### config.mk
export PLATFORM = sky130hd
export DESIGN_NAME = lvds_output_format_config
export DESIGN_NICKNAME = d
export VERILOG_FILES = /design/src/lvds_fmt_pkg.sv /design/src/lvds_output_format_config.sv /design/src/lane_mapper.sv
export VERILOG_INCLUDE_DIRS = /design/src /design/src/src
export SDC_FILE = /design/constraint.sdc
export NUM_CORES = 1
export LEC_CHECK = 0
export ABC_AREA = 1
export BUFFER_PORTS_ARGS = -buffer_cell sky130_fd_sc_hd__buf_2
export CAP_MARGIN = 10
export CORE_ASPECT_RATIO = 0.7
export CORE_MARGIN = 2
export CORE_UTILIZATION = 35
export CTS_BUF_LIST = sky130_fd_sc_hd__clkbuf_4 sky130_fd_sc_hd__clkbuf_8
export DETAILED_ROUTE_END_ITERATION = 12
export PLACE_DENSITY = 0.75
export SLEW_MARGIN = 20
export SYNTH_ARGS = -nofsm -noshare
export SYNTH_HDL_FRONTEND = slang
export SYNTH_SLANG_ARGS = --single-unit
export TNS_END_PERCENT = 30
### constraint.sdc
create_clock -name clock -period 2.1 [get_ports clock]
set_input_delay 0.105 -clock clock [delete_from_list [all_inputs] [get_ports clock]]
set_output_delay 0.105 -clock clock [all_outputs]
set_load 0.02 [all_outputs]
### src/lvds_fmt_map.svh
// register indices, field positions, reset values and lane constants
`ifndef LVDS_FMT_MAP_SVH
`define LVDS_FMT_MAP_SVH

// register indices; byte address is four times the index
`define IDX_SYNC_FORMAT 6'h18
`define IDX_DRIVE_LEVEL 6'h19
`define IDX_LANE_ORDER 6'h1A
`define IDX_CM_TRIM 6'h1B

// sync_polarity_color_format fields
`define BIT_VSYNC_LOW 5
`define BIT_SYNC_RSVD 4
`define BIT_WIDE_COLOR 3
`define BIT_LANE_SELECT 1
`define RST_VSYNC_LOW 1'h1
`define RST_SYNC_RSVD 1'h1
`define RST_WIDE_COLOR 1'h0
`define RST_LANE_SELECT 1'h0

// drive_level_control fields
`define BIT_CM_LOW 6
`define MSB_SWING 3
`define LSB_SWING 2
`define RST_CM_LOW 1'h0
`define RST_SWING 2'h1

// lane_order_termination fields
`define BIT_FLIP 5
`define BIT_TERM 1
`define RST_FLIP 1'h0
`define RST_TERM 1'h1

// common_mode_trim_control fields
`define MSB_TRIM 5
`define LSB_TRIM 4
`define RST_TRIM 2'h0
`define TRIM_NONE 2'h0
`define TRIM_DOWN3 2'h1
`define TRIM_UP3 2'h2
`define TRIM_UP6 2'h3
`define PCT_NONE 4'sh0
`define PCT_DOWN3 (-4'sh3)
`define PCT_UP3 4'sh3
`define PCT_UP6 4'sh6

// serial word layout of the third data lane
`define BIT_LANE2_DE 6
`define BIT_LANE2_VS 5
`define BIT_LANE2_HS 4
`define CLOCK_PATTERN 7'h63
`define LANE_ZERO 7'h00

`endif

### src/lvds_fmt_pkg.sv
// shared types for the lvds output format block
package lvds_fmt_pkg;

  typedef logic [6:0] lane_word_type;

  typedef struct packed {
    logic [7:0] r;
    logic [7:0] g;
    logic [7:0] b;
  } pixel_type;

  typedef struct packed {
    logic de;
    logic vs;
    logic hs;
  } sync_type;

  // enable bits: [0..3] data lanes, [4] link clock pair
  typedef struct packed {
    lane_word_type lane0;
    lane_word_type lane1;
    lane_word_type lane2;
    lane_word_type lane3;
    lane_word_type linkClock;
    logic [4:0] enable;
  } link_type;

endpackage : lvds_fmt_pkg

### src/lvds_output_format_config.sv
// lvds output format and drive configuration with apb register file
//
// Behaviour
// [RULE1] Vertical sync leaves the link high during sync when vsync_active_low is 0, low when 1; reset 1.
// [RULE2] Software leaves reserved bit 4 of the sync register at its reset value 1.
// [RULE3] Wide colour off gives 18 bits per pixel with lane 3 idle; on gives 24 bits with lane 3 live.
// [RULE4] Lane select 0 puts the two top bits of each colour on lane 3; 1 puts the two low bits there.
// [RULE5] Software keeps lane select at 0 while the incoming stream is 18 bits per pixel.
// [RULE6] Lane select 1 with wide colour 0 drops the two low bits of each colour.
// [RULE7] Lane flip swaps lane 0 with lane 3 and lane 1 with the clock pair, lane 2 stays.
// [RULE8] Software sets the trim field to 01 whenever it picks the low common mode level.
// [RULE9] The swing field takes any of four codes and resets to 01.
// [RULE10] Termination select 0 picks the lower, 1 the higher termination; reset 1.
// [RULE11] Trim 00 no change, 01 down 3 percent, 10 up 3 percent, 11 up 6 percent; reset 00.
// [RULE12] Every configuration field reads back its last written value or its reset value.
//
// Local design decision: the APB slave port.
`timescale 1ns/1ps
`default_nettype none
`include "lvds_fmt_map.svh"

module lvds_output_format_config
  import lvds_fmt_pkg::*;
#(
  parameter int ADDR_WIDTH = 8
) (
  input wire logic clock,
  input wire logic resetn,
  input wire logic ce,
  input wire logic psel,
  input wire logic penable,
  input wire logic pwrite,
  input wire logic [ADDR_WIDTH-1:0] paddr,
  input wire logic [31:0] pwdata,
  output logic [31:0] prdata,
  output logic pready,
  output logic pslverr,
  input wire logic pixelValid,
  input wire pixel_type pixelIn,
  input wire sync_type syncIn,
  output link_type linkOut,
  output logic linkValid,
  output logic verticalSync,
  output logic [1:0] outputSwingLevel,
  output logic commonModeLowSelect,
  output logic terminationSelect,
  output logic [1:0] commonModeTrim,
  output logic signed [3:0] commonModeTrimPct
);

  // configuration fields
  logic vsyncActiveLow;
  logic syncReserved;
  logic wideColorEnable;
  logic wideColorLaneSelect;
  logic laneOrderFlip;

  // apb answer state
  logic captured;
  logic [31:0] next_prdata;
  logic next_pslverr;

  // [RULE11] trim decode
  function automatic logic signed [3:0] trimPercent(input logic [1:0] code);
    unique case (code)
      `TRIM_NONE: trimPercent = `PCT_NONE;
      `TRIM_DOWN3: trimPercent = `PCT_DOWN3;
      `TRIM_UP3: trimPercent = `PCT_UP3;
      `TRIM_UP6: trimPercent = `PCT_UP6;
    endcase
  endfunction : trimPercent

  // ---------------- apb decode ----------------
  wire logic [5:0] wordIdx = paddr[ADDR_WIDTH-1:2];
  wire logic hitSync = (wordIdx == `IDX_SYNC_FORMAT);
  wire logic hitDrive = (wordIdx == `IDX_DRIVE_LEVEL);
  wire logic hitLane = (wordIdx == `IDX_LANE_ORDER);
  wire logic hitTrim = (wordIdx == `IDX_CM_TRIM);
  wire logic hitAny = hitSync | hitDrive | hitLane | hitTrim;

  // answer data is latched before pready so it comes from a flip-flop
  wire logic finish = psel & penable & captured & ce;
  wire logic writeDone = finish & pwrite & hitAny;
  assign pready = psel & penable & captured & ce;

  wire logic [31:0] syncWord = {24'h000000, 2'h0, vsyncActiveLow, syncReserved,
                                wideColorEnable, 1'h0, wideColorLaneSelect, 1'h0};
  wire logic [31:0] driveWord = {24'h000000, 1'h0, commonModeLowSelect, 2'h0,
                                 outputSwingLevel, 2'h0};
  wire logic [31:0] laneWord = {24'h000000, 2'h0, laneOrderFlip, 3'h0,
                                terminationSelect, 1'h0};
  wire logic [31:0] trimWord = {24'h000000, 2'h0, commonModeTrim, 4'h0};

  // [RULE12] read back
  assign next_prdata = hitSync ? syncWord :
                       hitDrive ? driveWord :
                       hitLane ? laneWord :
                       hitTrim ? trimWord : 32'h00000000;
  assign next_pslverr = ~hitAny;

  always_ff @(posedge clock) begin
    if (!resetn) begin
      captured <= 1'b0;
      prdata <= 32'h00000000;
      pslverr <= 1'b0;
    end else if (ce) begin
      if (finish) begin
        captured <= 1'b0;
      end else if (psel && !captured) begin
        captured <= 1'b1;
        prdata <= pwrite ? 32'h00000000 : next_prdata;
        pslverr <= next_pslverr;
      end
    end
  end

  // ---------------- configuration registers ----------------
  always_ff @(posedge clock) begin
    if (!resetn) begin
      // [RULE1] polarity reset
      vsyncActiveLow <= `RST_VSYNC_LOW;
      syncReserved <= `RST_SYNC_RSVD;
      wideColorEnable <= `RST_WIDE_COLOR;
      wideColorLaneSelect <= `RST_LANE_SELECT;
    end else if (writeDone && hitSync) begin
      vsyncActiveLow <= pwdata[`BIT_VSYNC_LOW];
      // software is expected to write back the reserved value unchanged
      syncReserved <= pwdata[`BIT_SYNC_RSVD];
      wideColorEnable <= pwdata[`BIT_WIDE_COLOR];
      wideColorLaneSelect <= pwdata[`BIT_LANE_SELECT];
    end
  end

  always_ff @(posedge clock) begin
    if (!resetn) begin
      commonModeLowSelect <= `RST_CM_LOW;
      // [RULE9] swing reset
      outputSwingLevel <= `RST_SWING;
    end else if (writeDone && hitDrive) begin
      commonModeLowSelect <= pwdata[`BIT_CM_LOW];
      outputSwingLevel <= pwdata[`MSB_SWING:`LSB_SWING];
    end
  end

  always_ff @(posedge clock) begin
    if (!resetn) begin
      laneOrderFlip <= `RST_FLIP;
      // [RULE10] termination reset
      terminationSelect <= `RST_TERM;
    end else if (writeDone && hitLane) begin
      laneOrderFlip <= pwdata[`BIT_FLIP];
      terminationSelect <= pwdata[`BIT_TERM];
    end
  end

  always_ff @(posedge clock) begin
    if (!resetn) begin
      commonModeTrim <= `RST_TRIM;
    end else if (writeDone && hitTrim) begin
      commonModeTrim <= pwdata[`MSB_TRIM:`LSB_TRIM];
    end
  end

  // decoded trim lags the field by one cycle
  always_ff @(posedge clock) begin
    if (!resetn) begin
      commonModeTrimPct <= `PCT_NONE;
    end else if (ce) begin
      commonModeTrimPct <= trimPercent(commonModeTrim);
    end
  end

  // ---------------- pixel path ----------------
  // [RULE1] polarity applied
  wire logic vsyncLevel = syncIn.vs ^ vsyncActiveLow;
  wire sync_type syncOut = '{de: syncIn.de, vs: vsyncLevel, hs: syncIn.hs};
  link_type next_link;

  // [RULE4] lane three content
  lane_mapper i_lane_mapper (
    .pixel(pixelIn),
    .sync(syncOut),
    .wideColorEnable(wideColorEnable),
    .wideColorLaneSelect(wideColorLaneSelect),
    .laneOrderFlip(laneOrderFlip),
    .link(next_link)
  );

  // link words hold between pixels; a config change takes effect on the next pixel
  always_ff @(posedge clock) begin
    if (!resetn) begin
      linkOut <= '0;
      linkValid <= 1'b0;
      verticalSync <= 1'b0;
    end else if (ce) begin
      linkValid <= pixelValid;
      if (pixelValid) begin
        linkOut <= next_link;
        verticalSync <= vsyncLevel;
      end
    end
  end

  wire logic takePix = ce & pixelValid;
endmodule : lvds_output_format_config
`default_nettype wire

### src/lane_mapper.sv
// packs one pixel into lane words and applies lane order
`timescale 1ns/1ps
`default_nettype none
`include "lvds_fmt_map.svh"

module lane_mapper
  import lvds_fmt_pkg::*;
(
  input wire pixel_type pixel,
  input wire sync_type sync,
  input wire logic wideColorEnable,
  input wire logic wideColorLaneSelect,
  input wire logic laneOrderFlip,
  output link_type link
);

  // [RULE6] low bits dropped
  // six bits on the main lanes, two bits for the fourth lane
  function automatic logic [7:0] splitColor(input logic [7:0] c, input logic lsbOut);
    splitColor = lsbOut ? {c[7:2], c[1:0]} : {c[5:0], c[7:6]};
  endfunction : splitColor

  wire logic [7:0] rs = splitColor(pixel.r, wideColorLaneSelect);
  wire logic [7:0] gs = splitColor(pixel.g, wideColorLaneSelect);
  wire logic [7:0] bs = splitColor(pixel.b, wideColorLaneSelect);

  wire lane_word_type w0 = {gs[2], rs[7:2]};
  wire lane_word_type w1 = {bs[3:2], gs[7:3]};
  wire lane_word_type w2 = {sync.de, sync.vs, sync.hs, bs[7:4]};
  // [RULE3] fourth lane idle
  wire lane_word_type w3 = wideColorEnable ? {1'b0, bs[1:0], gs[1:0], rs[1:0]} : `LANE_ZERO;
  wire logic en3 = wideColorEnable;

  // [RULE7] swap lanes
  assign link.lane0 = laneOrderFlip ? w3 : w0;
  assign link.lane3 = laneOrderFlip ? w0 : w3;
  assign link.lane1 = laneOrderFlip ? `CLOCK_PATTERN : w1;
  assign link.linkClock = laneOrderFlip ? w1 : `CLOCK_PATTERN;
  assign link.lane2 = w2;
  assign link.enable = laneOrderFlip ? {1'b1, 1'b1, 1'b1, 1'b1, en3} : {1'b1, en3, 1'b1, 1'b1, 1'b1};

endmodule : lane_mapper
`default_nettype wire

==> qor.csv <==
stage,metric,value,unit
floorplan,die_x,116,um
critical_path,crit_path_end_kind,flop,
timing,fmax,634,MHz
timing,grt_setup_unrepaired,no,
min_path,whs_endpoint,vsyncActiveLow,
synthesis,synthAdderAreaFrac,1.62,%
placed_design,place_congestion,0.814,
critical_path,regToRegStartpoint,wideColorLaneSelect,
placed_design,pre_cts_ws,543,ps
critical_path,crit_chain,buf_4 > inv_1 > o21ai_0 > o21ai_1 > a21oi_1 > nor2_1,
synthesis,synth_top_family_by_area,simple AND/OR/NAND/NOR gates,
grt,antenna_found_initial,0,
clock_network,cts_resized,0,
clock_network,clock_latency,350,ps
placed_design,portBuffers,105,
grt,grt_max_degree,34,
floorplan,fp.dieArea,9630,um2
min_path,holdPathStages,3,
synthesis,yosysSeqAreaShare,40.1,%
drt,ant_nets,0,
clock_network,cts_max_level,3,
clock_network,clockBufferDepth,2,
critical_path,crit_type,flop to flop,
drt,drtIter0Drc,143,
synthesis,synth_compound_area_share,18.0,%
critical_path,cpMaxStageDelayCell,dfxtp_1,
cells_and_area,final_common_cell,buf_2,
critical_path,worstRegToRegCells,6,
min_path,hp-class,primary input to flop,
cells_and_area,fill_cells,832,
synthesis,synth_area_leader_cell,dfxtp_1,
critical_path,regToRegSetupSlack,520,ps
status,status,finished clean,
synthesis,ys_types,34,
cells_and_area,utilization,45.1,%
clock_network,cts_tree,done,
timing,worstMarginPinSlew,706,ps
floorplan,initial_core_util,36.4,%
drt,dr_total_vias,2928,
synthesis,yosys.area_share.simple,23.5,%
timing,slew-limit-headroom,52.9,%
timing,setup_violations,0,
power,worst_ir_drop_vdd,246,uV
timing,fin_crit,1580,ps
min_path,hold_start,pwdata[5],
timing,period_share,75.1,%
floorplan,row_count,28,
grt,grt_pass1_wl,12.3,mm
clock_network,clockRootBuffer,clkbuf_8,
synthesis,synth_cells,407,
grt,grt_use_total,17.0,%
timing,setup_ws,524,ps
synthesis,syn_avg_cell_area,7.61,um2
drt,drt_pass1_iterations,4,
power,p_per_area,746,nW/um2
job,max_cap_violations,0,
drt,wire_per_inst,13.3,um
power,p_leak,1.86,nW
timing,hold_viol,0,
critical_path,r2r-end,linkOut[12],
timing,fin_worst_skew,6.79,ps
timing,final.setup.tns,0,ps
critical_path,worstPathArrival,1820,ps
synthesis,ys_seq_elements,62,
clock_network,numClockSinks,62,
grt,grt_pass1_vias,2539,
clock_network,cts_buffers,9,
critical_path,cp-start-kind,flop,
timing,drv_slew,0,
cells_and_area,layout_common_cells,"buf_2 (105), nand2_1 (76), dfxtp_1 (62)",
drt,wl,8.40,mm
floorplan,die_y,82.7,um
synthesis,synth_xor_xnor_area_share,0.283,%
cells_and_area,drive_gt1_share,29.3,%
critical_path,crit_path_max_incr_delay,310,ps
synthesis,synthMuxAreaShare,1.94,%
drt,vias_per_cell,4.63,
critical_path,crit_path_start,wideColorLaneSelect,
placed_design,post-dp-hpwl,6.01,mm
synthesis,syn_area,3100,um2
synthesis,synth_top_cells_by_area,"dfxtp_1 (40%), nand2_1 (9.2%), a21oi_1 (7.8%)",
synthesis,synth_top_cell_area_share,40.1,%
cells_and_area,synthToLayoutAreaGrowth,23.9,%
cells_and_area,final_net_count,585,
clock_network,cts_setup_buffers,0,
synthesis,yosysWarnings,0,
critical_path,crit_fanout,33,
clock_network,path_clk_slew,80,ps
critical_path,cp.required,2350,ps
drt,drcViolationCount,0,
floorplan,ioPinCount,160,
floorplan,core-area,8510,um2
grt,overflow,0,
==> state kept, by name, summed over array words and instances (netlist names), 2 cells and up <==
| signal | cells |
|---|---|
| linkOut | 38 |
| prdata | 6 |
| outputSwingLevel | 2 |
| commonModeTrim | 2 |
| commonModeTrimPct | 4 |
==> power breakdown <==
| part | internal [mW] | total (mW) | switching (mW) |
|---|---|---|---|
| registers | 1.21 | 1.24 | 0.0231 |
| clock network | 0.782 | 1.27 | 0.493 |
| logic | 0.109 | 0.352 | 0.243 |
==> per-stage QoR <==
stage | hold slack, ps | cell area (um2) | instances | total power, mW
2_1_floorplan | 218 | 3190 | 432 | 1.53
3_3_place_gp | 315 | 3570 | 613 | 1.60
3_5_place_dp | 342 | 3570 | 613 | 1.61
4_1_cts | 4.32 | 3830 | 632 | 2.90
5_1_grt | 11.5 | 3830 | 632 | 2.98
6_report | 26.6 | 3840 | 633 | 2.86
==> worst max-delay path, delay by kind of cell, from the launching register on <==
kind                   cells  cell delay (ps)
AO/OA/AOI/OAI              3              500
buffers and inverters      2              610
flip-flops                 1              310
AND/OR/NAND/NOR            1               50
==> how the worst max path moves through the flow <==
stage	to	slack (ps)	cells after the start
2_1_floorplan	commonModeTrimPct[0]	970	4
3_3_place_gp	linkOut[12]	560	6
3_5_place_dp	linkOut[12]	540	6
4_1_cts	linkOut[12]	540	6
5_1_grt	linkOut[12]	380	6
6_report	linkOut[12]	520	6
==> timing repair <==
| action | 4_1_cts | 5_1_grt |
|---|---|---|
| endpoints found under the setup margin | 0 | 0 |
| hold endpoints to repair | 4 | 0 |
| hold buffers | 3 | 0 |
==> final cells by class <==
cell class	count	area [um2]	share of cell area, %
Timing Repair Buffer	111	578	15.1
Clock buffer	9	124	3.23
Tap cell	120	150	3.91
Sequential cell	62	1240	32.3
Antenna cell	1	2.50	0.0652
Inverter	32	126	3.29
Multi-Input combinational cell	291	1500	39.2
Clock inverter	7	113	2.93
==> cell usage after synthesis <==
master,number
o21ai_0,34
nand2_2,3
nand3_2,1
o21bai_1,1
buf_4,30
clkinv_2,1
ha_1,4
nand3_1,12
a21oi_1,48
o21a_1,1
o22ai_1,1
clkbuf_1,6
xnor2_1,1
buf_6,3
nand2_1,76
o21ai_1,16
inv_1,25
buf_2,8
nand4_4,1
inv_2,4
nor3_1,2
o211ai_1,6
nor2_1,38
conb_1,1
inv_4,2
nand2_8,1
nor3_2,1
nor2_8,3
nor2_4,4
dfxtp_1,62
nor3_4,1
nor2_2,3
mux2i_1,6
nand2_4,1
==> metal layers <==
layer	wire length [um]	up-vias	global-route usage, %
met5	0	-	0
met4	110	0	6.31
met1	3850	1304	22.5
met2	3720	133	25.6
met3	714	12	6.06
li1	-	1479	-
==> kinds of logic after synthesis <==
kind of cell / count (synthesis)
compound gates: 107
xor+xnor: 1
fa+ha+maj: 4
buf+inv: 79
flops: 62
mux: 6
other cells: 1
simple gates: 147
Power figures use the tool's default switching activity.
